### config.mk
export PLATFORM = sky130hd
export DESIGN_NAME = uart_checksum_collision_monitor
export DESIGN_NICKNAME = d
export VERILOG_FILES = /design/src/hw/chk_col_pkg.sv /design/src/hw/uart_checksum_collision_monitor.sv /design/src/hw/echo_buffer.sv
export SDC_FILE = /design/constraint.sdc
export NUM_CORES = 1
export LEC_CHECK = 0
export ABC_AREA = 1
export BUFFER_PORTS_ARGS = -buffer_cell sky130_fd_sc_hd__buf_2
export CORE_ASPECT_RATIO = 0.6
export CORE_UTILIZATION = 25
export DETAILED_ROUTE_END_ITERATION = 12
export GPL_ROUTABILITY_DRIVEN = 0
export SLEW_MARGIN = 20
export SYNTH_ARGS = -nofsm -noshare
export SYNTH_HDL_FRONTEND = slang
export SYNTH_SLANG_ARGS = --single-unit
### constraint.sdc
create_clock -name clk -period 3.1 [get_ports clk]
set_input_delay 0.775 -clock clk [delete_from_list [all_inputs] [get_ports clk]]
set_output_delay 0.775 -clock clk [all_outputs]
set_load 0.01 [all_outputs]
### src/hw/chk_col_pkg.sv
package chk_col_pkg;
  // Register offsets
  localparam logic [3:0] ADDR_CONTROL_ZERO = 4'h0;
  localparam logic [3:0] ADDR_UART_CONTROL_TWO = 4'h1;
  localparam logic [3:0] ADDR_TX_CHECKSUM = 4'h2;
  localparam logic [3:0] ADDR_RX_CHECKSUM = 4'h3;
  localparam logic [3:0] ADDR_ERROR_FLAG = 4'h4;
  localparam logic [3:0] ADDR_ERROR_ENABLE = 4'h5;
  // control_zero fields
  localparam int BIT_TRANSMITTER_ENABLE = 0;
  localparam int BIT_RECEIVER_ENABLE = 1;
  localparam int POS_MODE = 2;
  // uart_control_two fields
  localparam int BIT_CHECKSUM_ENABLE = 0;
  localparam int BIT_RX_FLUSH = 6;
  localparam int BIT_RUN_ON_OVERFLOW = 7;
  // error_flag_reg and error enable fields
  localparam int BIT_TX_COLLISION = 0;
  localparam int BIT_RX_OVERFLOW = 1;
  localparam int BIT_CHECKSUM_ERROR = 4;
  // Reset value and 7-bit compare mask
  localparam logic [7:0] RESET_BYTE = 8'h00;
  localparam logic [6:0] LOW7_MASK = 7'h7F;
  typedef enum logic [1:0] {
    MODE_ASYNC8,
    MODE_ASYNC7,
    MODE_LIN,
    MODE_DALI
  } uart_mode_e;
endpackage

### src/hw/uart_checksum_collision_monitor.sv
// Decided for this implementation: the strobed register port and the address map.
`timescale 1ns/10ps
module uart_checksum_collision_monitor
  import chk_col_pkg::*;
(
  // Clock and reset
  input wire logic clk,
  input wire logic nrst,
  // Register port
  input wire logic [3:0] reg_addr,
  input wire logic [7:0] reg_wdata,
  input wire logic reg_we,
  input wire logic reg_re,
  output logic [7:0] reg_rdata,
  // From the UART core, same clock
  input wire logic tx_byte_valid,
  input wire logic [7:0] tx_byte,
  input wire logic rx_byte_valid,
  input wire logic [7:0] rx_byte,
  input wire logic rx_fifo_full,
  input wire logic dali_midbit_missing,
  input wire logic lin_checksum_error,
  // To the UART core
  output logic tx_ready,
  output logic transmitter_enable,
  output logic receiver_enable,
  output logic [1:0] uart_mode,
  output logic run_on_overflow,
  output logic rx_flush,
  output logic collision_irq
);
  typedef struct packed {
    logic tx_en;
    logic rx_en;
    uart_mode_e mode;
    logic checksum_enable;
    logic run_on_overflow;
    logic rx_flush;
    logic [7:0] tx_checksum_reg;
    logic [7:0] rx_checksum_reg;
    logic tx_collision_flag;
    logic rx_overflow_flag;
    logic checksum_error_flag;
    logic tx_collision_irq_enable;
    logic rx_overflow_irq_enable;
    logic checksum_error_irq_enable;
    logic collision_irq;
    logic tx_ready;
    logic [7:0] rdata;
  } mon_s;

  mon_s st;
  mon_s next_st;

  logic both_en;
  logic sum_active;
  logic tx_push;
  logic echo_valid;
  logic [7:0] echo_data;
  logic echo_ready;
  logic buf_in_ready;
  logic mismatch;
  logic [7:0] error_flags;
  logic [7:0] error_enables;

  ////////////////////////////////////////////////////////////////////////////////
  // End-around carry add: the carry out re-enters at bit 0
  function automatic logic [7:0] fold_add(input logic [7:0] a, input logic [7:0] b);
    logic [8:0] s;
    s = {1'b0, a} + {1'b0, b};
    return s[7:0] + {7'h00, s[8]};
  endfunction

  ////////////////////////////////////////////////////////////////////////////////
  // Echo tracking
  assign both_en = st.tx_en && st.rx_en;
  assign tx_push = tx_byte_valid && both_en;
  // Echoes drain on every received byte; with detection off the buffer just empties
  assign echo_ready = rx_byte_valid || !both_en;

  echo_buffer u_echo (
    .clk(clk),
    .nrst(nrst),
    .in_valid(tx_push),
    .in_data(tx_byte),
    .in_ready(buf_in_ready),
    .out_valid(echo_valid),
    .out_data(echo_data),
    .out_ready(echo_ready)
  );

  // In 7-bit mode the top bit carries no data and is not compared
  always_comb begin
    if (st.mode == MODE_ASYNC7) begin
      mismatch = (echo_data[6:0] & LOW7_MASK) != (rx_byte[6:0] & LOW7_MASK);
    end else begin
      mismatch = echo_data != rx_byte;
    end
  end

  assign sum_active = st.checksum_enable && (st.mode != MODE_LIN);

  always_comb begin
    error_flags = RESET_BYTE;
    error_flags[BIT_TX_COLLISION] = st.tx_collision_flag;
    error_flags[BIT_RX_OVERFLOW] = st.rx_overflow_flag;
    error_flags[BIT_CHECKSUM_ERROR] = st.checksum_error_flag;
    error_enables = RESET_BYTE;
    error_enables[BIT_TX_COLLISION] = st.tx_collision_irq_enable;
    error_enables[BIT_RX_OVERFLOW] = st.rx_overflow_irq_enable;
    error_enables[BIT_CHECKSUM_ERROR] = st.checksum_error_irq_enable;
  end

  ////////////////////////////////////////////////////////////////////////////////
  // Next-state logic
  always_comb begin
    next_st = st;
    next_st.rx_flush = 1'b0;
    next_st.rdata = RESET_BYTE;

    // Accumulate before the software write so a write in the same cycle wins
    if (sum_active && tx_byte_valid) begin
      next_st.tx_checksum_reg = fold_add(st.tx_checksum_reg, tx_byte);
    end
    if (sum_active && rx_byte_valid) begin
      next_st.rx_checksum_reg = fold_add(st.rx_checksum_reg, rx_byte);
    end

    // Register writes; flags are write-one-to-clear
    if (reg_we) begin
      unique case (reg_addr)
        ADDR_CONTROL_ZERO: begin
          next_st.tx_en = reg_wdata[BIT_TRANSMITTER_ENABLE];
          next_st.rx_en = reg_wdata[BIT_RECEIVER_ENABLE];
          next_st.mode = uart_mode_e'(reg_wdata[POS_MODE+:2]);
        end
        ADDR_UART_CONTROL_TWO: begin
          next_st.checksum_enable = reg_wdata[BIT_CHECKSUM_ENABLE];
          next_st.run_on_overflow = reg_wdata[BIT_RUN_ON_OVERFLOW];
          next_st.rx_flush = reg_wdata[BIT_RX_FLUSH];
        end
        ADDR_TX_CHECKSUM: begin
          next_st.tx_checksum_reg = reg_wdata;
        end
        ADDR_RX_CHECKSUM: begin
          next_st.rx_checksum_reg = reg_wdata;
        end
        ADDR_ERROR_FLAG: begin
          if (reg_wdata[BIT_TX_COLLISION]) next_st.tx_collision_flag = 1'b0;
          if (reg_wdata[BIT_RX_OVERFLOW]) next_st.rx_overflow_flag = 1'b0;
          if (reg_wdata[BIT_CHECKSUM_ERROR]) next_st.checksum_error_flag = 1'b0;
        end
        ADDR_ERROR_ENABLE: begin
          next_st.tx_collision_irq_enable = reg_wdata[BIT_TX_COLLISION];
          next_st.rx_overflow_irq_enable = reg_wdata[BIT_RX_OVERFLOW];
          next_st.checksum_error_irq_enable = reg_wdata[BIT_CHECKSUM_ERROR];
        end
        default: begin
        end
      endcase
    end

    // Hardware sets come after the clear so that a set wins
    if (rx_byte_valid && both_en && echo_valid && mismatch) begin
      next_st.tx_collision_flag = 1'b1;
    end
    if (dali_midbit_missing && both_en && st.mode == MODE_DALI) begin
      next_st.tx_collision_flag = 1'b1;
    end
    // Overflow is only flagged; the UART decides to keep or drop by run_on_overflow
    if (rx_byte_valid && rx_fifo_full) begin
      next_st.rx_overflow_flag = 1'b1;
    end
    if (lin_checksum_error && st.mode == MODE_LIN) begin
      next_st.checksum_error_flag = 1'b1;
    end

    next_st.collision_irq = next_st.tx_collision_flag && next_st.tx_collision_irq_enable;
    next_st.tx_ready = buf_in_ready;

    // Read data stands the cycle after the strobe; unmapped reads return zero
    if (reg_re) begin
      unique case (reg_addr)
        ADDR_CONTROL_ZERO: begin
          next_st.rdata[BIT_TRANSMITTER_ENABLE] = st.tx_en;
          next_st.rdata[BIT_RECEIVER_ENABLE] = st.rx_en;
          next_st.rdata[POS_MODE+:2] = st.mode;
        end
        ADDR_UART_CONTROL_TWO: begin
          next_st.rdata[BIT_CHECKSUM_ENABLE] = st.checksum_enable;
          next_st.rdata[BIT_RUN_ON_OVERFLOW] = st.run_on_overflow;
        end
        ADDR_TX_CHECKSUM: next_st.rdata = st.tx_checksum_reg;
        ADDR_RX_CHECKSUM: next_st.rdata = st.rx_checksum_reg;
        ADDR_ERROR_FLAG: next_st.rdata = error_flags;
        ADDR_ERROR_ENABLE: next_st.rdata = error_enables;
        default: next_st.rdata = RESET_BYTE;
      endcase
    end
  end

  always_ff @(posedge clk or negedge nrst) begin
    if (!nrst) begin
      st <= '0;
    end else begin
      st <= next_st;
    end
  end

  ////////////////////////////////////////////////////////////////////////////////
  // Outputs
  assign reg_rdata = st.rdata;
  // Registered copy lags the buffer by a cycle, so a stall may come one word late
  assign tx_ready = st.tx_ready;
  assign transmitter_enable = st.tx_en;
  assign receiver_enable = st.rx_en;
  assign uart_mode = st.mode;
  assign run_on_overflow = st.run_on_overflow;
  assign rx_flush = st.rx_flush;
  assign collision_irq = st.collision_irq;
endmodule // uart_checksum_collision_monitor

### src/hw/echo_buffer.sv
`timescale 1ns/10ps
// Two-entry buffer holding transmitted words until their echo arrives
module echo_buffer
  import chk_col_pkg::*;
(
  // Clock and reset
  input wire logic clk,
  input wire logic nrst,
  // Filling side
  input wire logic in_valid,
  input wire logic [7:0] in_data,
  output logic in_ready,
  // Draining side
  output logic out_valid,
  output logic [7:0] out_data,
  input wire logic out_ready
);
  typedef struct packed {
    logic [1:0][7:0] mem;
    logic wp;
    logic rp;
    logic [1:0] cnt;
  } buf_s;

  buf_s st;
  buf_s next_st;
  logic push;
  logic pop;

  assign in_ready = (st.cnt != 2'h2);
  assign out_valid = (st.cnt != 2'h0);
  assign out_data = st.mem[st.rp];

  always_comb begin
    next_st = st;
    push = in_valid && in_ready;
    pop = out_valid && out_ready;
    if (push) begin
      next_st.mem[st.wp] = in_data;
      next_st.wp = ~st.wp;
    end
    if (pop) begin
      next_st.rp = ~st.rp;
    end
    if (push && !pop) begin
      next_st.cnt = st.cnt + 2'h1;
    end else if (pop && !push) begin
      next_st.cnt = st.cnt - 2'h1;
    end
  end

  always_ff @(posedge clk or negedge nrst) begin
    if (!nrst) begin
      st <= '0;
    end else begin
      st <= next_st;
    end
  end
endmodule // echo_buffer

# [After elaboration in Yosys (flattened, before gate mapping)]
# Index checks and enable logic that the tools add are counted.
[word_totals] elab_cells=109 regBits=59
[classes] n_eq_ne=12 reduce_logical=36 n_lt_le_gt_ge=3 bitwise_logic=2 n_addsub=6 muxes=28
[ops] op="8-bit 2-to-1 mux" count=8
[ops] op="23-bit 2-to-1 mux" count=1
[ops] op="8-bit by 8-bit adder with 9-bit output" count=2
[ops] op="1-bit logical AND" count=18
[ops] op="8-bit by 1-bit adder with 8-bit output" count=2
[ops] op="16-bit bitwise mux" count=1
[ops] op="2-bit nonzero test" count=8
[ops] op="3-bit case mux with 5 select lines" count=1
[ops] op="3-bit case mux with 4 select lines" count=1
[ops] op="1-bit 2-to-1 mux" count=9
[ops] op="8-bit demux with 1-bit select" count=1
[ops] op="4-bit by 2-bit == test with 1-bit output, second input constant" count=2
[ops] op="4-bit by 3-bit == test with 1-bit output, second input constant" count=2
[ops] op="8-bit inequality test" count=1
[ops] op="7-bit inequality test" count=1
[ops] op="3-bit 2-to-1 mux" count=2
[ops] op="1-bit case mux with 6 select lines" count=1
[ops] op="2-bit AND reduction" count=3
[ops] op="3-bit AND reduction" count=2
[ops] op="2-bit == test, second input constant" count=2
[ops] op="4-bit by 1-bit == test with 1-bit output, second input constant" count=1
[ops] op="4-bit zero test" count=1
[ops] op="1-bit by 2-bit < comparator with 1-bit output, second input constant" count=2
[ops] op="2-bit 2-to-1 mux" count=2
[ops] op="other kinds (9)" count=13

# [Depth between registers and ports, before layout]
# Gate-level depths: netlist of run 1.
[logic_depth] word_depth=9 depth_mapped=18 mapped_depth_nobuf=18

# [Cells and area by module]
# A second synthesis of run 1 with hierarchy kept.
[unflattened] hier_cells=555 hier_area_um2=4136.5
[by_module_without_submodules] module="uart_checksum_collision_monitor" area_per_inst_um2=3129.3 cells_each=431 seq_area_each_um2=975.9 n_inst=1
[by_module_without_submodules] module="echo_buffer" area_per_inst_um2=1007.2 cells_each=124 seq_area_each_um2=500.5 n_inst=1

# [Worst setup path after synthesis of run 1]
# No wires, ideal clock.
[synth_path] kind="input port to flip-flop" start="input port tx_byte[0]" end="register st[28] (netlist bit)" stages=17 t_arrival_ns=2.791 t_required_ns=3.024 setup_time_ns=0.076 setup_slack_ns=0.232 path_cell_list="ha_1 fa_1 nand2_2 nand2_2 nand3_1 nand2_1 a21oi_1 o21bai_1 ha_1 ha_1 inv_1 nor2_2 nand3_1 nor2_2 o21ai_1 o211ai_2 o21ai_1"
[synth_rtl] item="start: declaration" line="uart_checksum_collision_monitor.sv:17" rtl="input wire logic [7:0] tx_byte,"
[synth_rtl] item="end signal: assignment" line="uart_checksum_collision_monitor.sv:206" rtl="st <= next_st;"
[synth_rtl] item="end: declaration" line="uart_checksum_collision_monitor.sv:52" rtl="mon_s st;"

==> impl_metrics.json, run 1 <==
{
  "cts.repair.resized": 0,
  "powerDensity_mw_per_mm2": 898,
  "post_drt_wl_per_cell_um": 14.7,
  "end_kind": "flop",
  "antenna_found_initial": 0,
  "path_cells": "buf_2 > ha_1 > fa_1 > nand2_2 > nand2_2 > nand3_1 > nand2_1 > a21oi_1 > o21bai_1 > ha_1 > ha_1 > inv_1 > nor2_2 > nand3_1 > nor2_2 > o21ai_1 > o211ai_2 > o21ai_1",
  "cp_slowest_cell": "fa_1",
  "maxCapViolations": 0,
  "synth-seq-cells": 59,
  "first_pass_iters": 9,
  "period_needed_ps": 2870,
  "cp.required_ps": 3350,
  "vias": 3595,
  "wl_um": 11700,
  "insertion_delay_ps": 330,
  "netlist_area_mm2": 0.00406,
  "cts_max_level": 3,
  "regArea_mm2": 0.00148,
  "path_delay_family": "adder cells",
  "die-area_mm2": 0.0168,
  "max_slew.worst_pin.slew_ps": 765,
  "cts_hold_buf": 0,
  "yosysSeqAreaShare_pct": 36.4,
  "ys_warn_count": 0,
  "multiInputGateArea_mm2": 0.00212,
  "die_h_um": 101,
  "clock-sinks": 59,
  "cp-start-kind": "primary input",
  "synth-edff-count": 0,
  "root_buffer": "clkbuf_16",
  "grt_pass1_vias": 3352,
  "dp.cells": 778,
  "ant_nets": 0,
  "setup.worst_path.class": "in2reg",
  "cp_max_fo": 3,
  "grt_max_degree": 60,
  "holdWs_ps": 471,
  "utilization_pct": 30.7,
  "slew_headroom_pct": 49.0,
  "r2r_slack_ps": 360,
  "outcome": "complete, but fails checks",
  "syn_area_per_cell_um2": 7.66,
  "stdcell_count": 793,
  "drc": 3,
  "drv_slew": 0,
  "clk_pin_slew_ps": 50,
  "pin_count": 53,
  "total_power_mw": 4.30,
  "area_growth_pct": 18.1,
  "dpl.hpwl_um": 9430,
  "grt_setup_unrepaired": "no",
  "grt_overflow_total": 0,
  "skew_ps": 8.57,
  "yosysUniqueCellTypes": 41,
  "dr.first_iter.drc_count": 358,
  "cts_tree": "done",
  "grt_pass1_wl_um": 18500,
  "critPathMaxStageDelay_ps": 410,
  "cts_buffer_depth": 2,
  "ir_drop_uv": 303,
  "layout.nets": 646,
  "fmax_mhz": 349,
  "path_buf_inv": 2,
  "async_reset_ff_share_pct": 100,
  "grt_use_total_pct": 14.7,
  "violations": "DRC",
  "ys.flop_type": "dfrtp_1",
  "dieWidth_um": 166,
  "hold_class": "reg2reg",
  "crit_top_cell": "ha_1",
  "p_leak_nw": 2.49,
  "min_period_over_period_pct": 92.5,
  "n_antenna_cell": 0,
  "worstPathArrival_ps": 3120,
  "viasPerCell": 4.53,
  "drive_gt1_share_pct": 20.8,
  "cts_setup_buffers": 0,
  "nFillCells": 1737,
  "start_util_pct": 26.0,
  "finalHoldViolCount": 0,
  "io_buffers": 52,
  "setup_viol": 0,
  "synthCells": 530,
  "synth_nets": 590,
  "cts_buffers": 9,
  "rows": 35,
  "core_area_mm2": 0.0156
}
==> power breakdown <==
group          internal, mW  total [mW]  switching (mW)
clock network         0.578       0.936           0.358
registers              1.06        1.34           0.283
logic                 0.798        2.03            1.23
total                  2.43        4.30            1.87
==> placed cells by master (no fill, tap or decap), types with 8 or more instances in the layout <==
cell type  instances
clkbuf_16          9
buf_2             52
mux2_1             8
inv_2             10
nand2_1          149
ha_1              21
a21oi_1           16
inv_1             78
o21ai_0           31
nor2_1            31
nand3_1           31
dfrtp_1           59
o21ai_1           12
buf_4              9
==> layer usage <==
layer,vias to the layer above,wire [µm],global-route usage [%],share of wire (%)
met5,-,0,0,0
met4,0,92,3.28,0.79
met3,10,875,3.53,7.5
met2,132,4010,18.1,34
met1,1654,6680,24.3,57
li1,1799,-,-,-
==> cells by family after synthesis <==
| family | share of synthesized area, % |
|---|---|
| AND/OR/NAND/NOR | 26.7 |
| buffers and inverters | 11.3 |
| AO/OA/AOI/OAI | 13.4 |
| flip-flops | 36.4 |
| adder cells (fa/ha/maj) | 7.46 |
| XOR/XNOR | 2.59 |
| multiplexers | 2.22 |
==> flip-flops by register name (all words and copies together), names as in the netlist, 2 cells and up <==
signal and flops:
error_flags 3, u_echo.st 20, uart_mode 2, error_enables 3, st 17, reg_rdata 8
==> worst register-to-register path, stage by stage, from the launching register on <==
cell	delay [ps]
dfrtp_1	410
ha_1	220
fa_1	420
nand2_2	90
nand2_2	70
nand3_1	100
nand2_1	90
a21oi_1	140
o21bai_1	100
ha_1	220
ha_1	190
inv_1	60
nor2_2	40
nand3_1	110
nor2_2	60
o21ai_1	160
o211ai_2	90
o21ai_1	80
==> synthesized netlist by cell type (3+ instances only) <==
master    number  area [µm²]
buf_4         11        82.6
nor2_1        31         116
xor2_1         7        61.3
nand3_2        3        30.0
o22ai_2        5        62.6
a21oi_1       16        80.1
buf_6          3        33.8
xnor2_1        5        43.8
nand2_1      149         559
inv_1         78         293
o21ai_2        3        26.3
nand2_2        6        37.5
o21ai_0       31         155
o21ai_1       12        60.1
inv_2         10        37.5
nor2_2         5        31.3
o211ai_2       4        50.1
nand3_1       31         155
dfrtp_1       59        1480
nand4_1        4        25.0
mux2_1         8        90.1
nor2_4         7        78.8
ha_1          21         263
==> layout make-up <==
type / count / area share (%)
multi-input combinational: 367 / 44.3
tap: 203 / 5.30
clock buffer: 11 / 5.27
inverter: 88 / 6.89
sequential: 59 / 30.8
clock inverter: 4 / 0.548
timing repair buffer: 61 / 6.84
==> worst paths after layout <==
check | end | depth (start not counted) | start
worst max-delay path | st[28]$_DFF_PN0_ | 18 | tx_byte[0]
worst min-delay path | u_echo.st[11]$_DFFE_PN0P_ | 2 | u_echo.st[11]$_DFFE_PN0P_
worst max register to register | st[28]$_DFF_PN0_ | 17 | st[24]$_DFF_PN0_
worst min register to register | u_echo.st[11]$_DFFE_PN0P_ | 2 | u_echo.st[11]$_DFFE_PN0P_
max in group asynchronous | error_enables[0]$_DFF_PN0_ | 2 | nrst
min in group asynchronous | u_echo.st[8]$_DFFE_PN0P_ | 2 | nrst
==> stage by stage <==
stage / setup slack [ps] / TNS (ps) / area, µm²
final: 233 / 0 / 4790
after global routing: 3.42 / 0 / 4790
after CTS: 243 / 0 / 4790
after detailed placement: -84.2 / -127 / 4510
after global placement: 25.6 / 0 / 4510
after floorplan: 232 / 0 / 4060
Note: power is estimated with default switching activity, not from simulation.
==> run 2: changes to the inputs <==
Settings changed: CORE_UTILIZATION 25 to 44, CTS_CLUSTER_SIZE set to 24.
==> run 2 against run 1 <==
Clock power rose by 7%. Cell count down 12%. Sequential cell count is the same. Routed wire length is 7.2% lower. First-iteration DRC count shrank 45%. The run now ends clean. Register-to-register slack is essentially flat.
==> impl_metrics.json, run 2 (synthesis results as in run 1) <==
{
  "outcome": "finished clean",
  "n_antenna_cell": 0,
  "dpl.hpwl_um": 8610,
  "pre_cts_ws_ps": -99.1,
  "fmax_mhz": 346,
  "largest_reg_flops": 20,
  "drive_gt1_share_pct": 20.4,
  "drv_slew": 0,
  "path_delay_family": "adder cells",
  "antenna_found_initial": 0,
  "dieWidth_um": 126,
  "period_needed_ps": 2890,
  "dr.first_iter.drc_count": 198,
  "cts_setup_buffers": 0,
  "hold_class": "in2async",
  "grt_pass1_wl_um": 17400,
  "drc": 0,
  "grt_use_total_pct": 23.8,
  "cts_buffer_depth": 2,
  "grt_pass1_vias": 3347,
  "rows": 26,
  "start_util_pct": 46.5,
  "path_buf_inv": 2,
  "critPathMaxStageDelay_ps": 400,
  "setup.worst_path.class": "in2reg",
  "nFillCells": 867,
  "regMostFlops": "u_echo.st",
  "grt_overflow_total": 0,
  "cts_tree": "done",
  "layout.nets": 643,
  "core_area_mm2": 0.00872,
  "die-area_mm2": 0.00962,
  "wl_um": 10800,
  "cts.repair.resized": 0,
  "finalHoldViolCount": 0,
  "cts_max_level": 3,
  "clk_pin_slew_ps": 50,
  "min_period_over_period_pct": 93.1,
  "gr-usage-met1_pct": 37.6,
  "grt-busiest-layer": "met1",
  "r2r_slack_ps": 360,
  "critPathLaunch": "tx_byte[0]",
  "endpoint": "st[28]$_DFF_PN0_",
  "skew_ps": 6.80,
  "cts_hold_buf": 0,
  "max_slew.worst_pin.slew_ps": 482,
  "vias": 3575,
  "grt_setup_unrepaired": "no",
  "cp-start-kind": "primary input",
  "cp.required_ps": 3350,
  "root_buffer": "clkbuf_16",
  "io_buffers": 52,
  "cp_slowest_cell": "fa_1",
  "end_kind": "flop",
  "timing.rr.start": "st[24]$_DFF_PN0_",
  "die_h_um": 76.4,
  "p_leak_nw": 2.48,
  "ir_drop_uv": 368,
  "reg2reg_to": "st[28]$_DFF_PN0_",
  "area_growth_pct": 15.6,
  "multiInputGateArea_mm2": 0.00212,
  "crit_top_cell": "ha_1",
  "post_drt_wl_per_cell_um": 15.5,
  "met2_usage_pct": 33.1,
  "clock-sinks": 59,
  "path_cells": "buf_2 > ha_1 > fa_1 > nand2_2 > nand2_2 > nand3_1 > nand2_1 > a21oi_1 > o21bai_1 > ha_1 > ha_1 > inv_1 > nor2_2 > nand3_1 > nor2_2 > o21ai_1 > o211ai_2 > o21ai_1",
  "layout_common_cells": "nand2_1 (149), inv_1 (78), dfrtp_1 (59), buf_2 (52)",
  "grt_max_degree": 60,
  "slew_headroom_pct": 67.8,
  "viasPerCell": 5.11,
  "fin_ws_ps": 213,
  "maxCapViolations": 0,
  "crit_cells": 18,
  "cts_buffers": 9,
  "insertion_delay_ps": 330,
  "final_common_cell": "nand2_1",
  "powerDensity_mw_per_mm2": 924,
  "setup_viol": 0,
  "reg2regPathDepth": 17,
  "cp_max_fo": 3,
  "pin_count": 53,
  "first_pass_iters": 4,
  "holdWs_ps": 441,
  "worstPathArrival_ps": 3140,
  "regArea_mm2": 0.00148,
  "use_met3_pct": 4.63,
  "ant_nets": 0
}
## run 2: final cells by class
| cell class | instances | share of cell area (%) |
|---|---|---|
| sequential | 59 | 31.5 |
| clock buffer | 11 | 5.39 |
| inverter | 88 | 7.04 |
| tap | 112 | 2.99 |
| multi-input combinational | 367 | 45.3 |
| clock inverter | 4 | 1.07 |
| timing repair buffer | 58 | 6.77 |
## run 2: report_power, final
| group | leakage, nW | internal, mW | total [mW] | switching, mW |
|---|---|---|---|---|
| sequential | 0.718 | 1.06 | 1.34 | 0.284 |
| clock | 0.144 | 0.658 | 1.00 | 0.342 |
| combinational | 1.62 | 0.786 | 1.99 | 1.21 |
| total | 2.48 | 2.50 | 4.33 | 1.83 |
## run 2: through the flow
stage          TNS, ps  power [mW]  utilization, %  area [µm²]  std cells
6_report             0        4.33            53.8        4690        699
3_5_place_dp      -270        3.32            50.3        4390        684
4_1_cts              0        4.35            53.8        4690        699
5_1_grt              0        4.69            53.8        4690        699
3_3_place_gp         0        3.25            50.3        4390        684
2_1_floorplan        0        2.78               -        4060        530
## run 2: metal layers
metal | wire length, µm | up-vias
li1 | - | 1797
met1 | 5890 | 1696
met2 | 4370 | 72
met3 | 479 | 10
met4 | 79 | 0
met5 | 0 | -
## run 2: worst min-delay path by stage
stage / from / to / slack [ps] / cells past startpoint
floorplan: u_echo.st[11]$_DFFE_PN0P_ / u_echo.st[11]$_DFFE_PN0P_ / 440 / 2
global placement: u_echo.st[11]$_DFFE_PN0P_ / u_echo.st[11]$_DFFE_PN0P_ / 460 / 2
detailed placement: u_echo.st[11]$_DFFE_PN0P_ / u_echo.st[11]$_DFFE_PN0P_ / 460 / 2
CTS: nrst / u_echo.st[15]$_DFFE_PN0P_ / 450 / 2
global route: nrst / u_echo.st[7]$_DFFE_PN0P_ / 480 / 2
finish: nrst / u_echo.st[15]$_DFFE_PN0P_ / 440 / 2
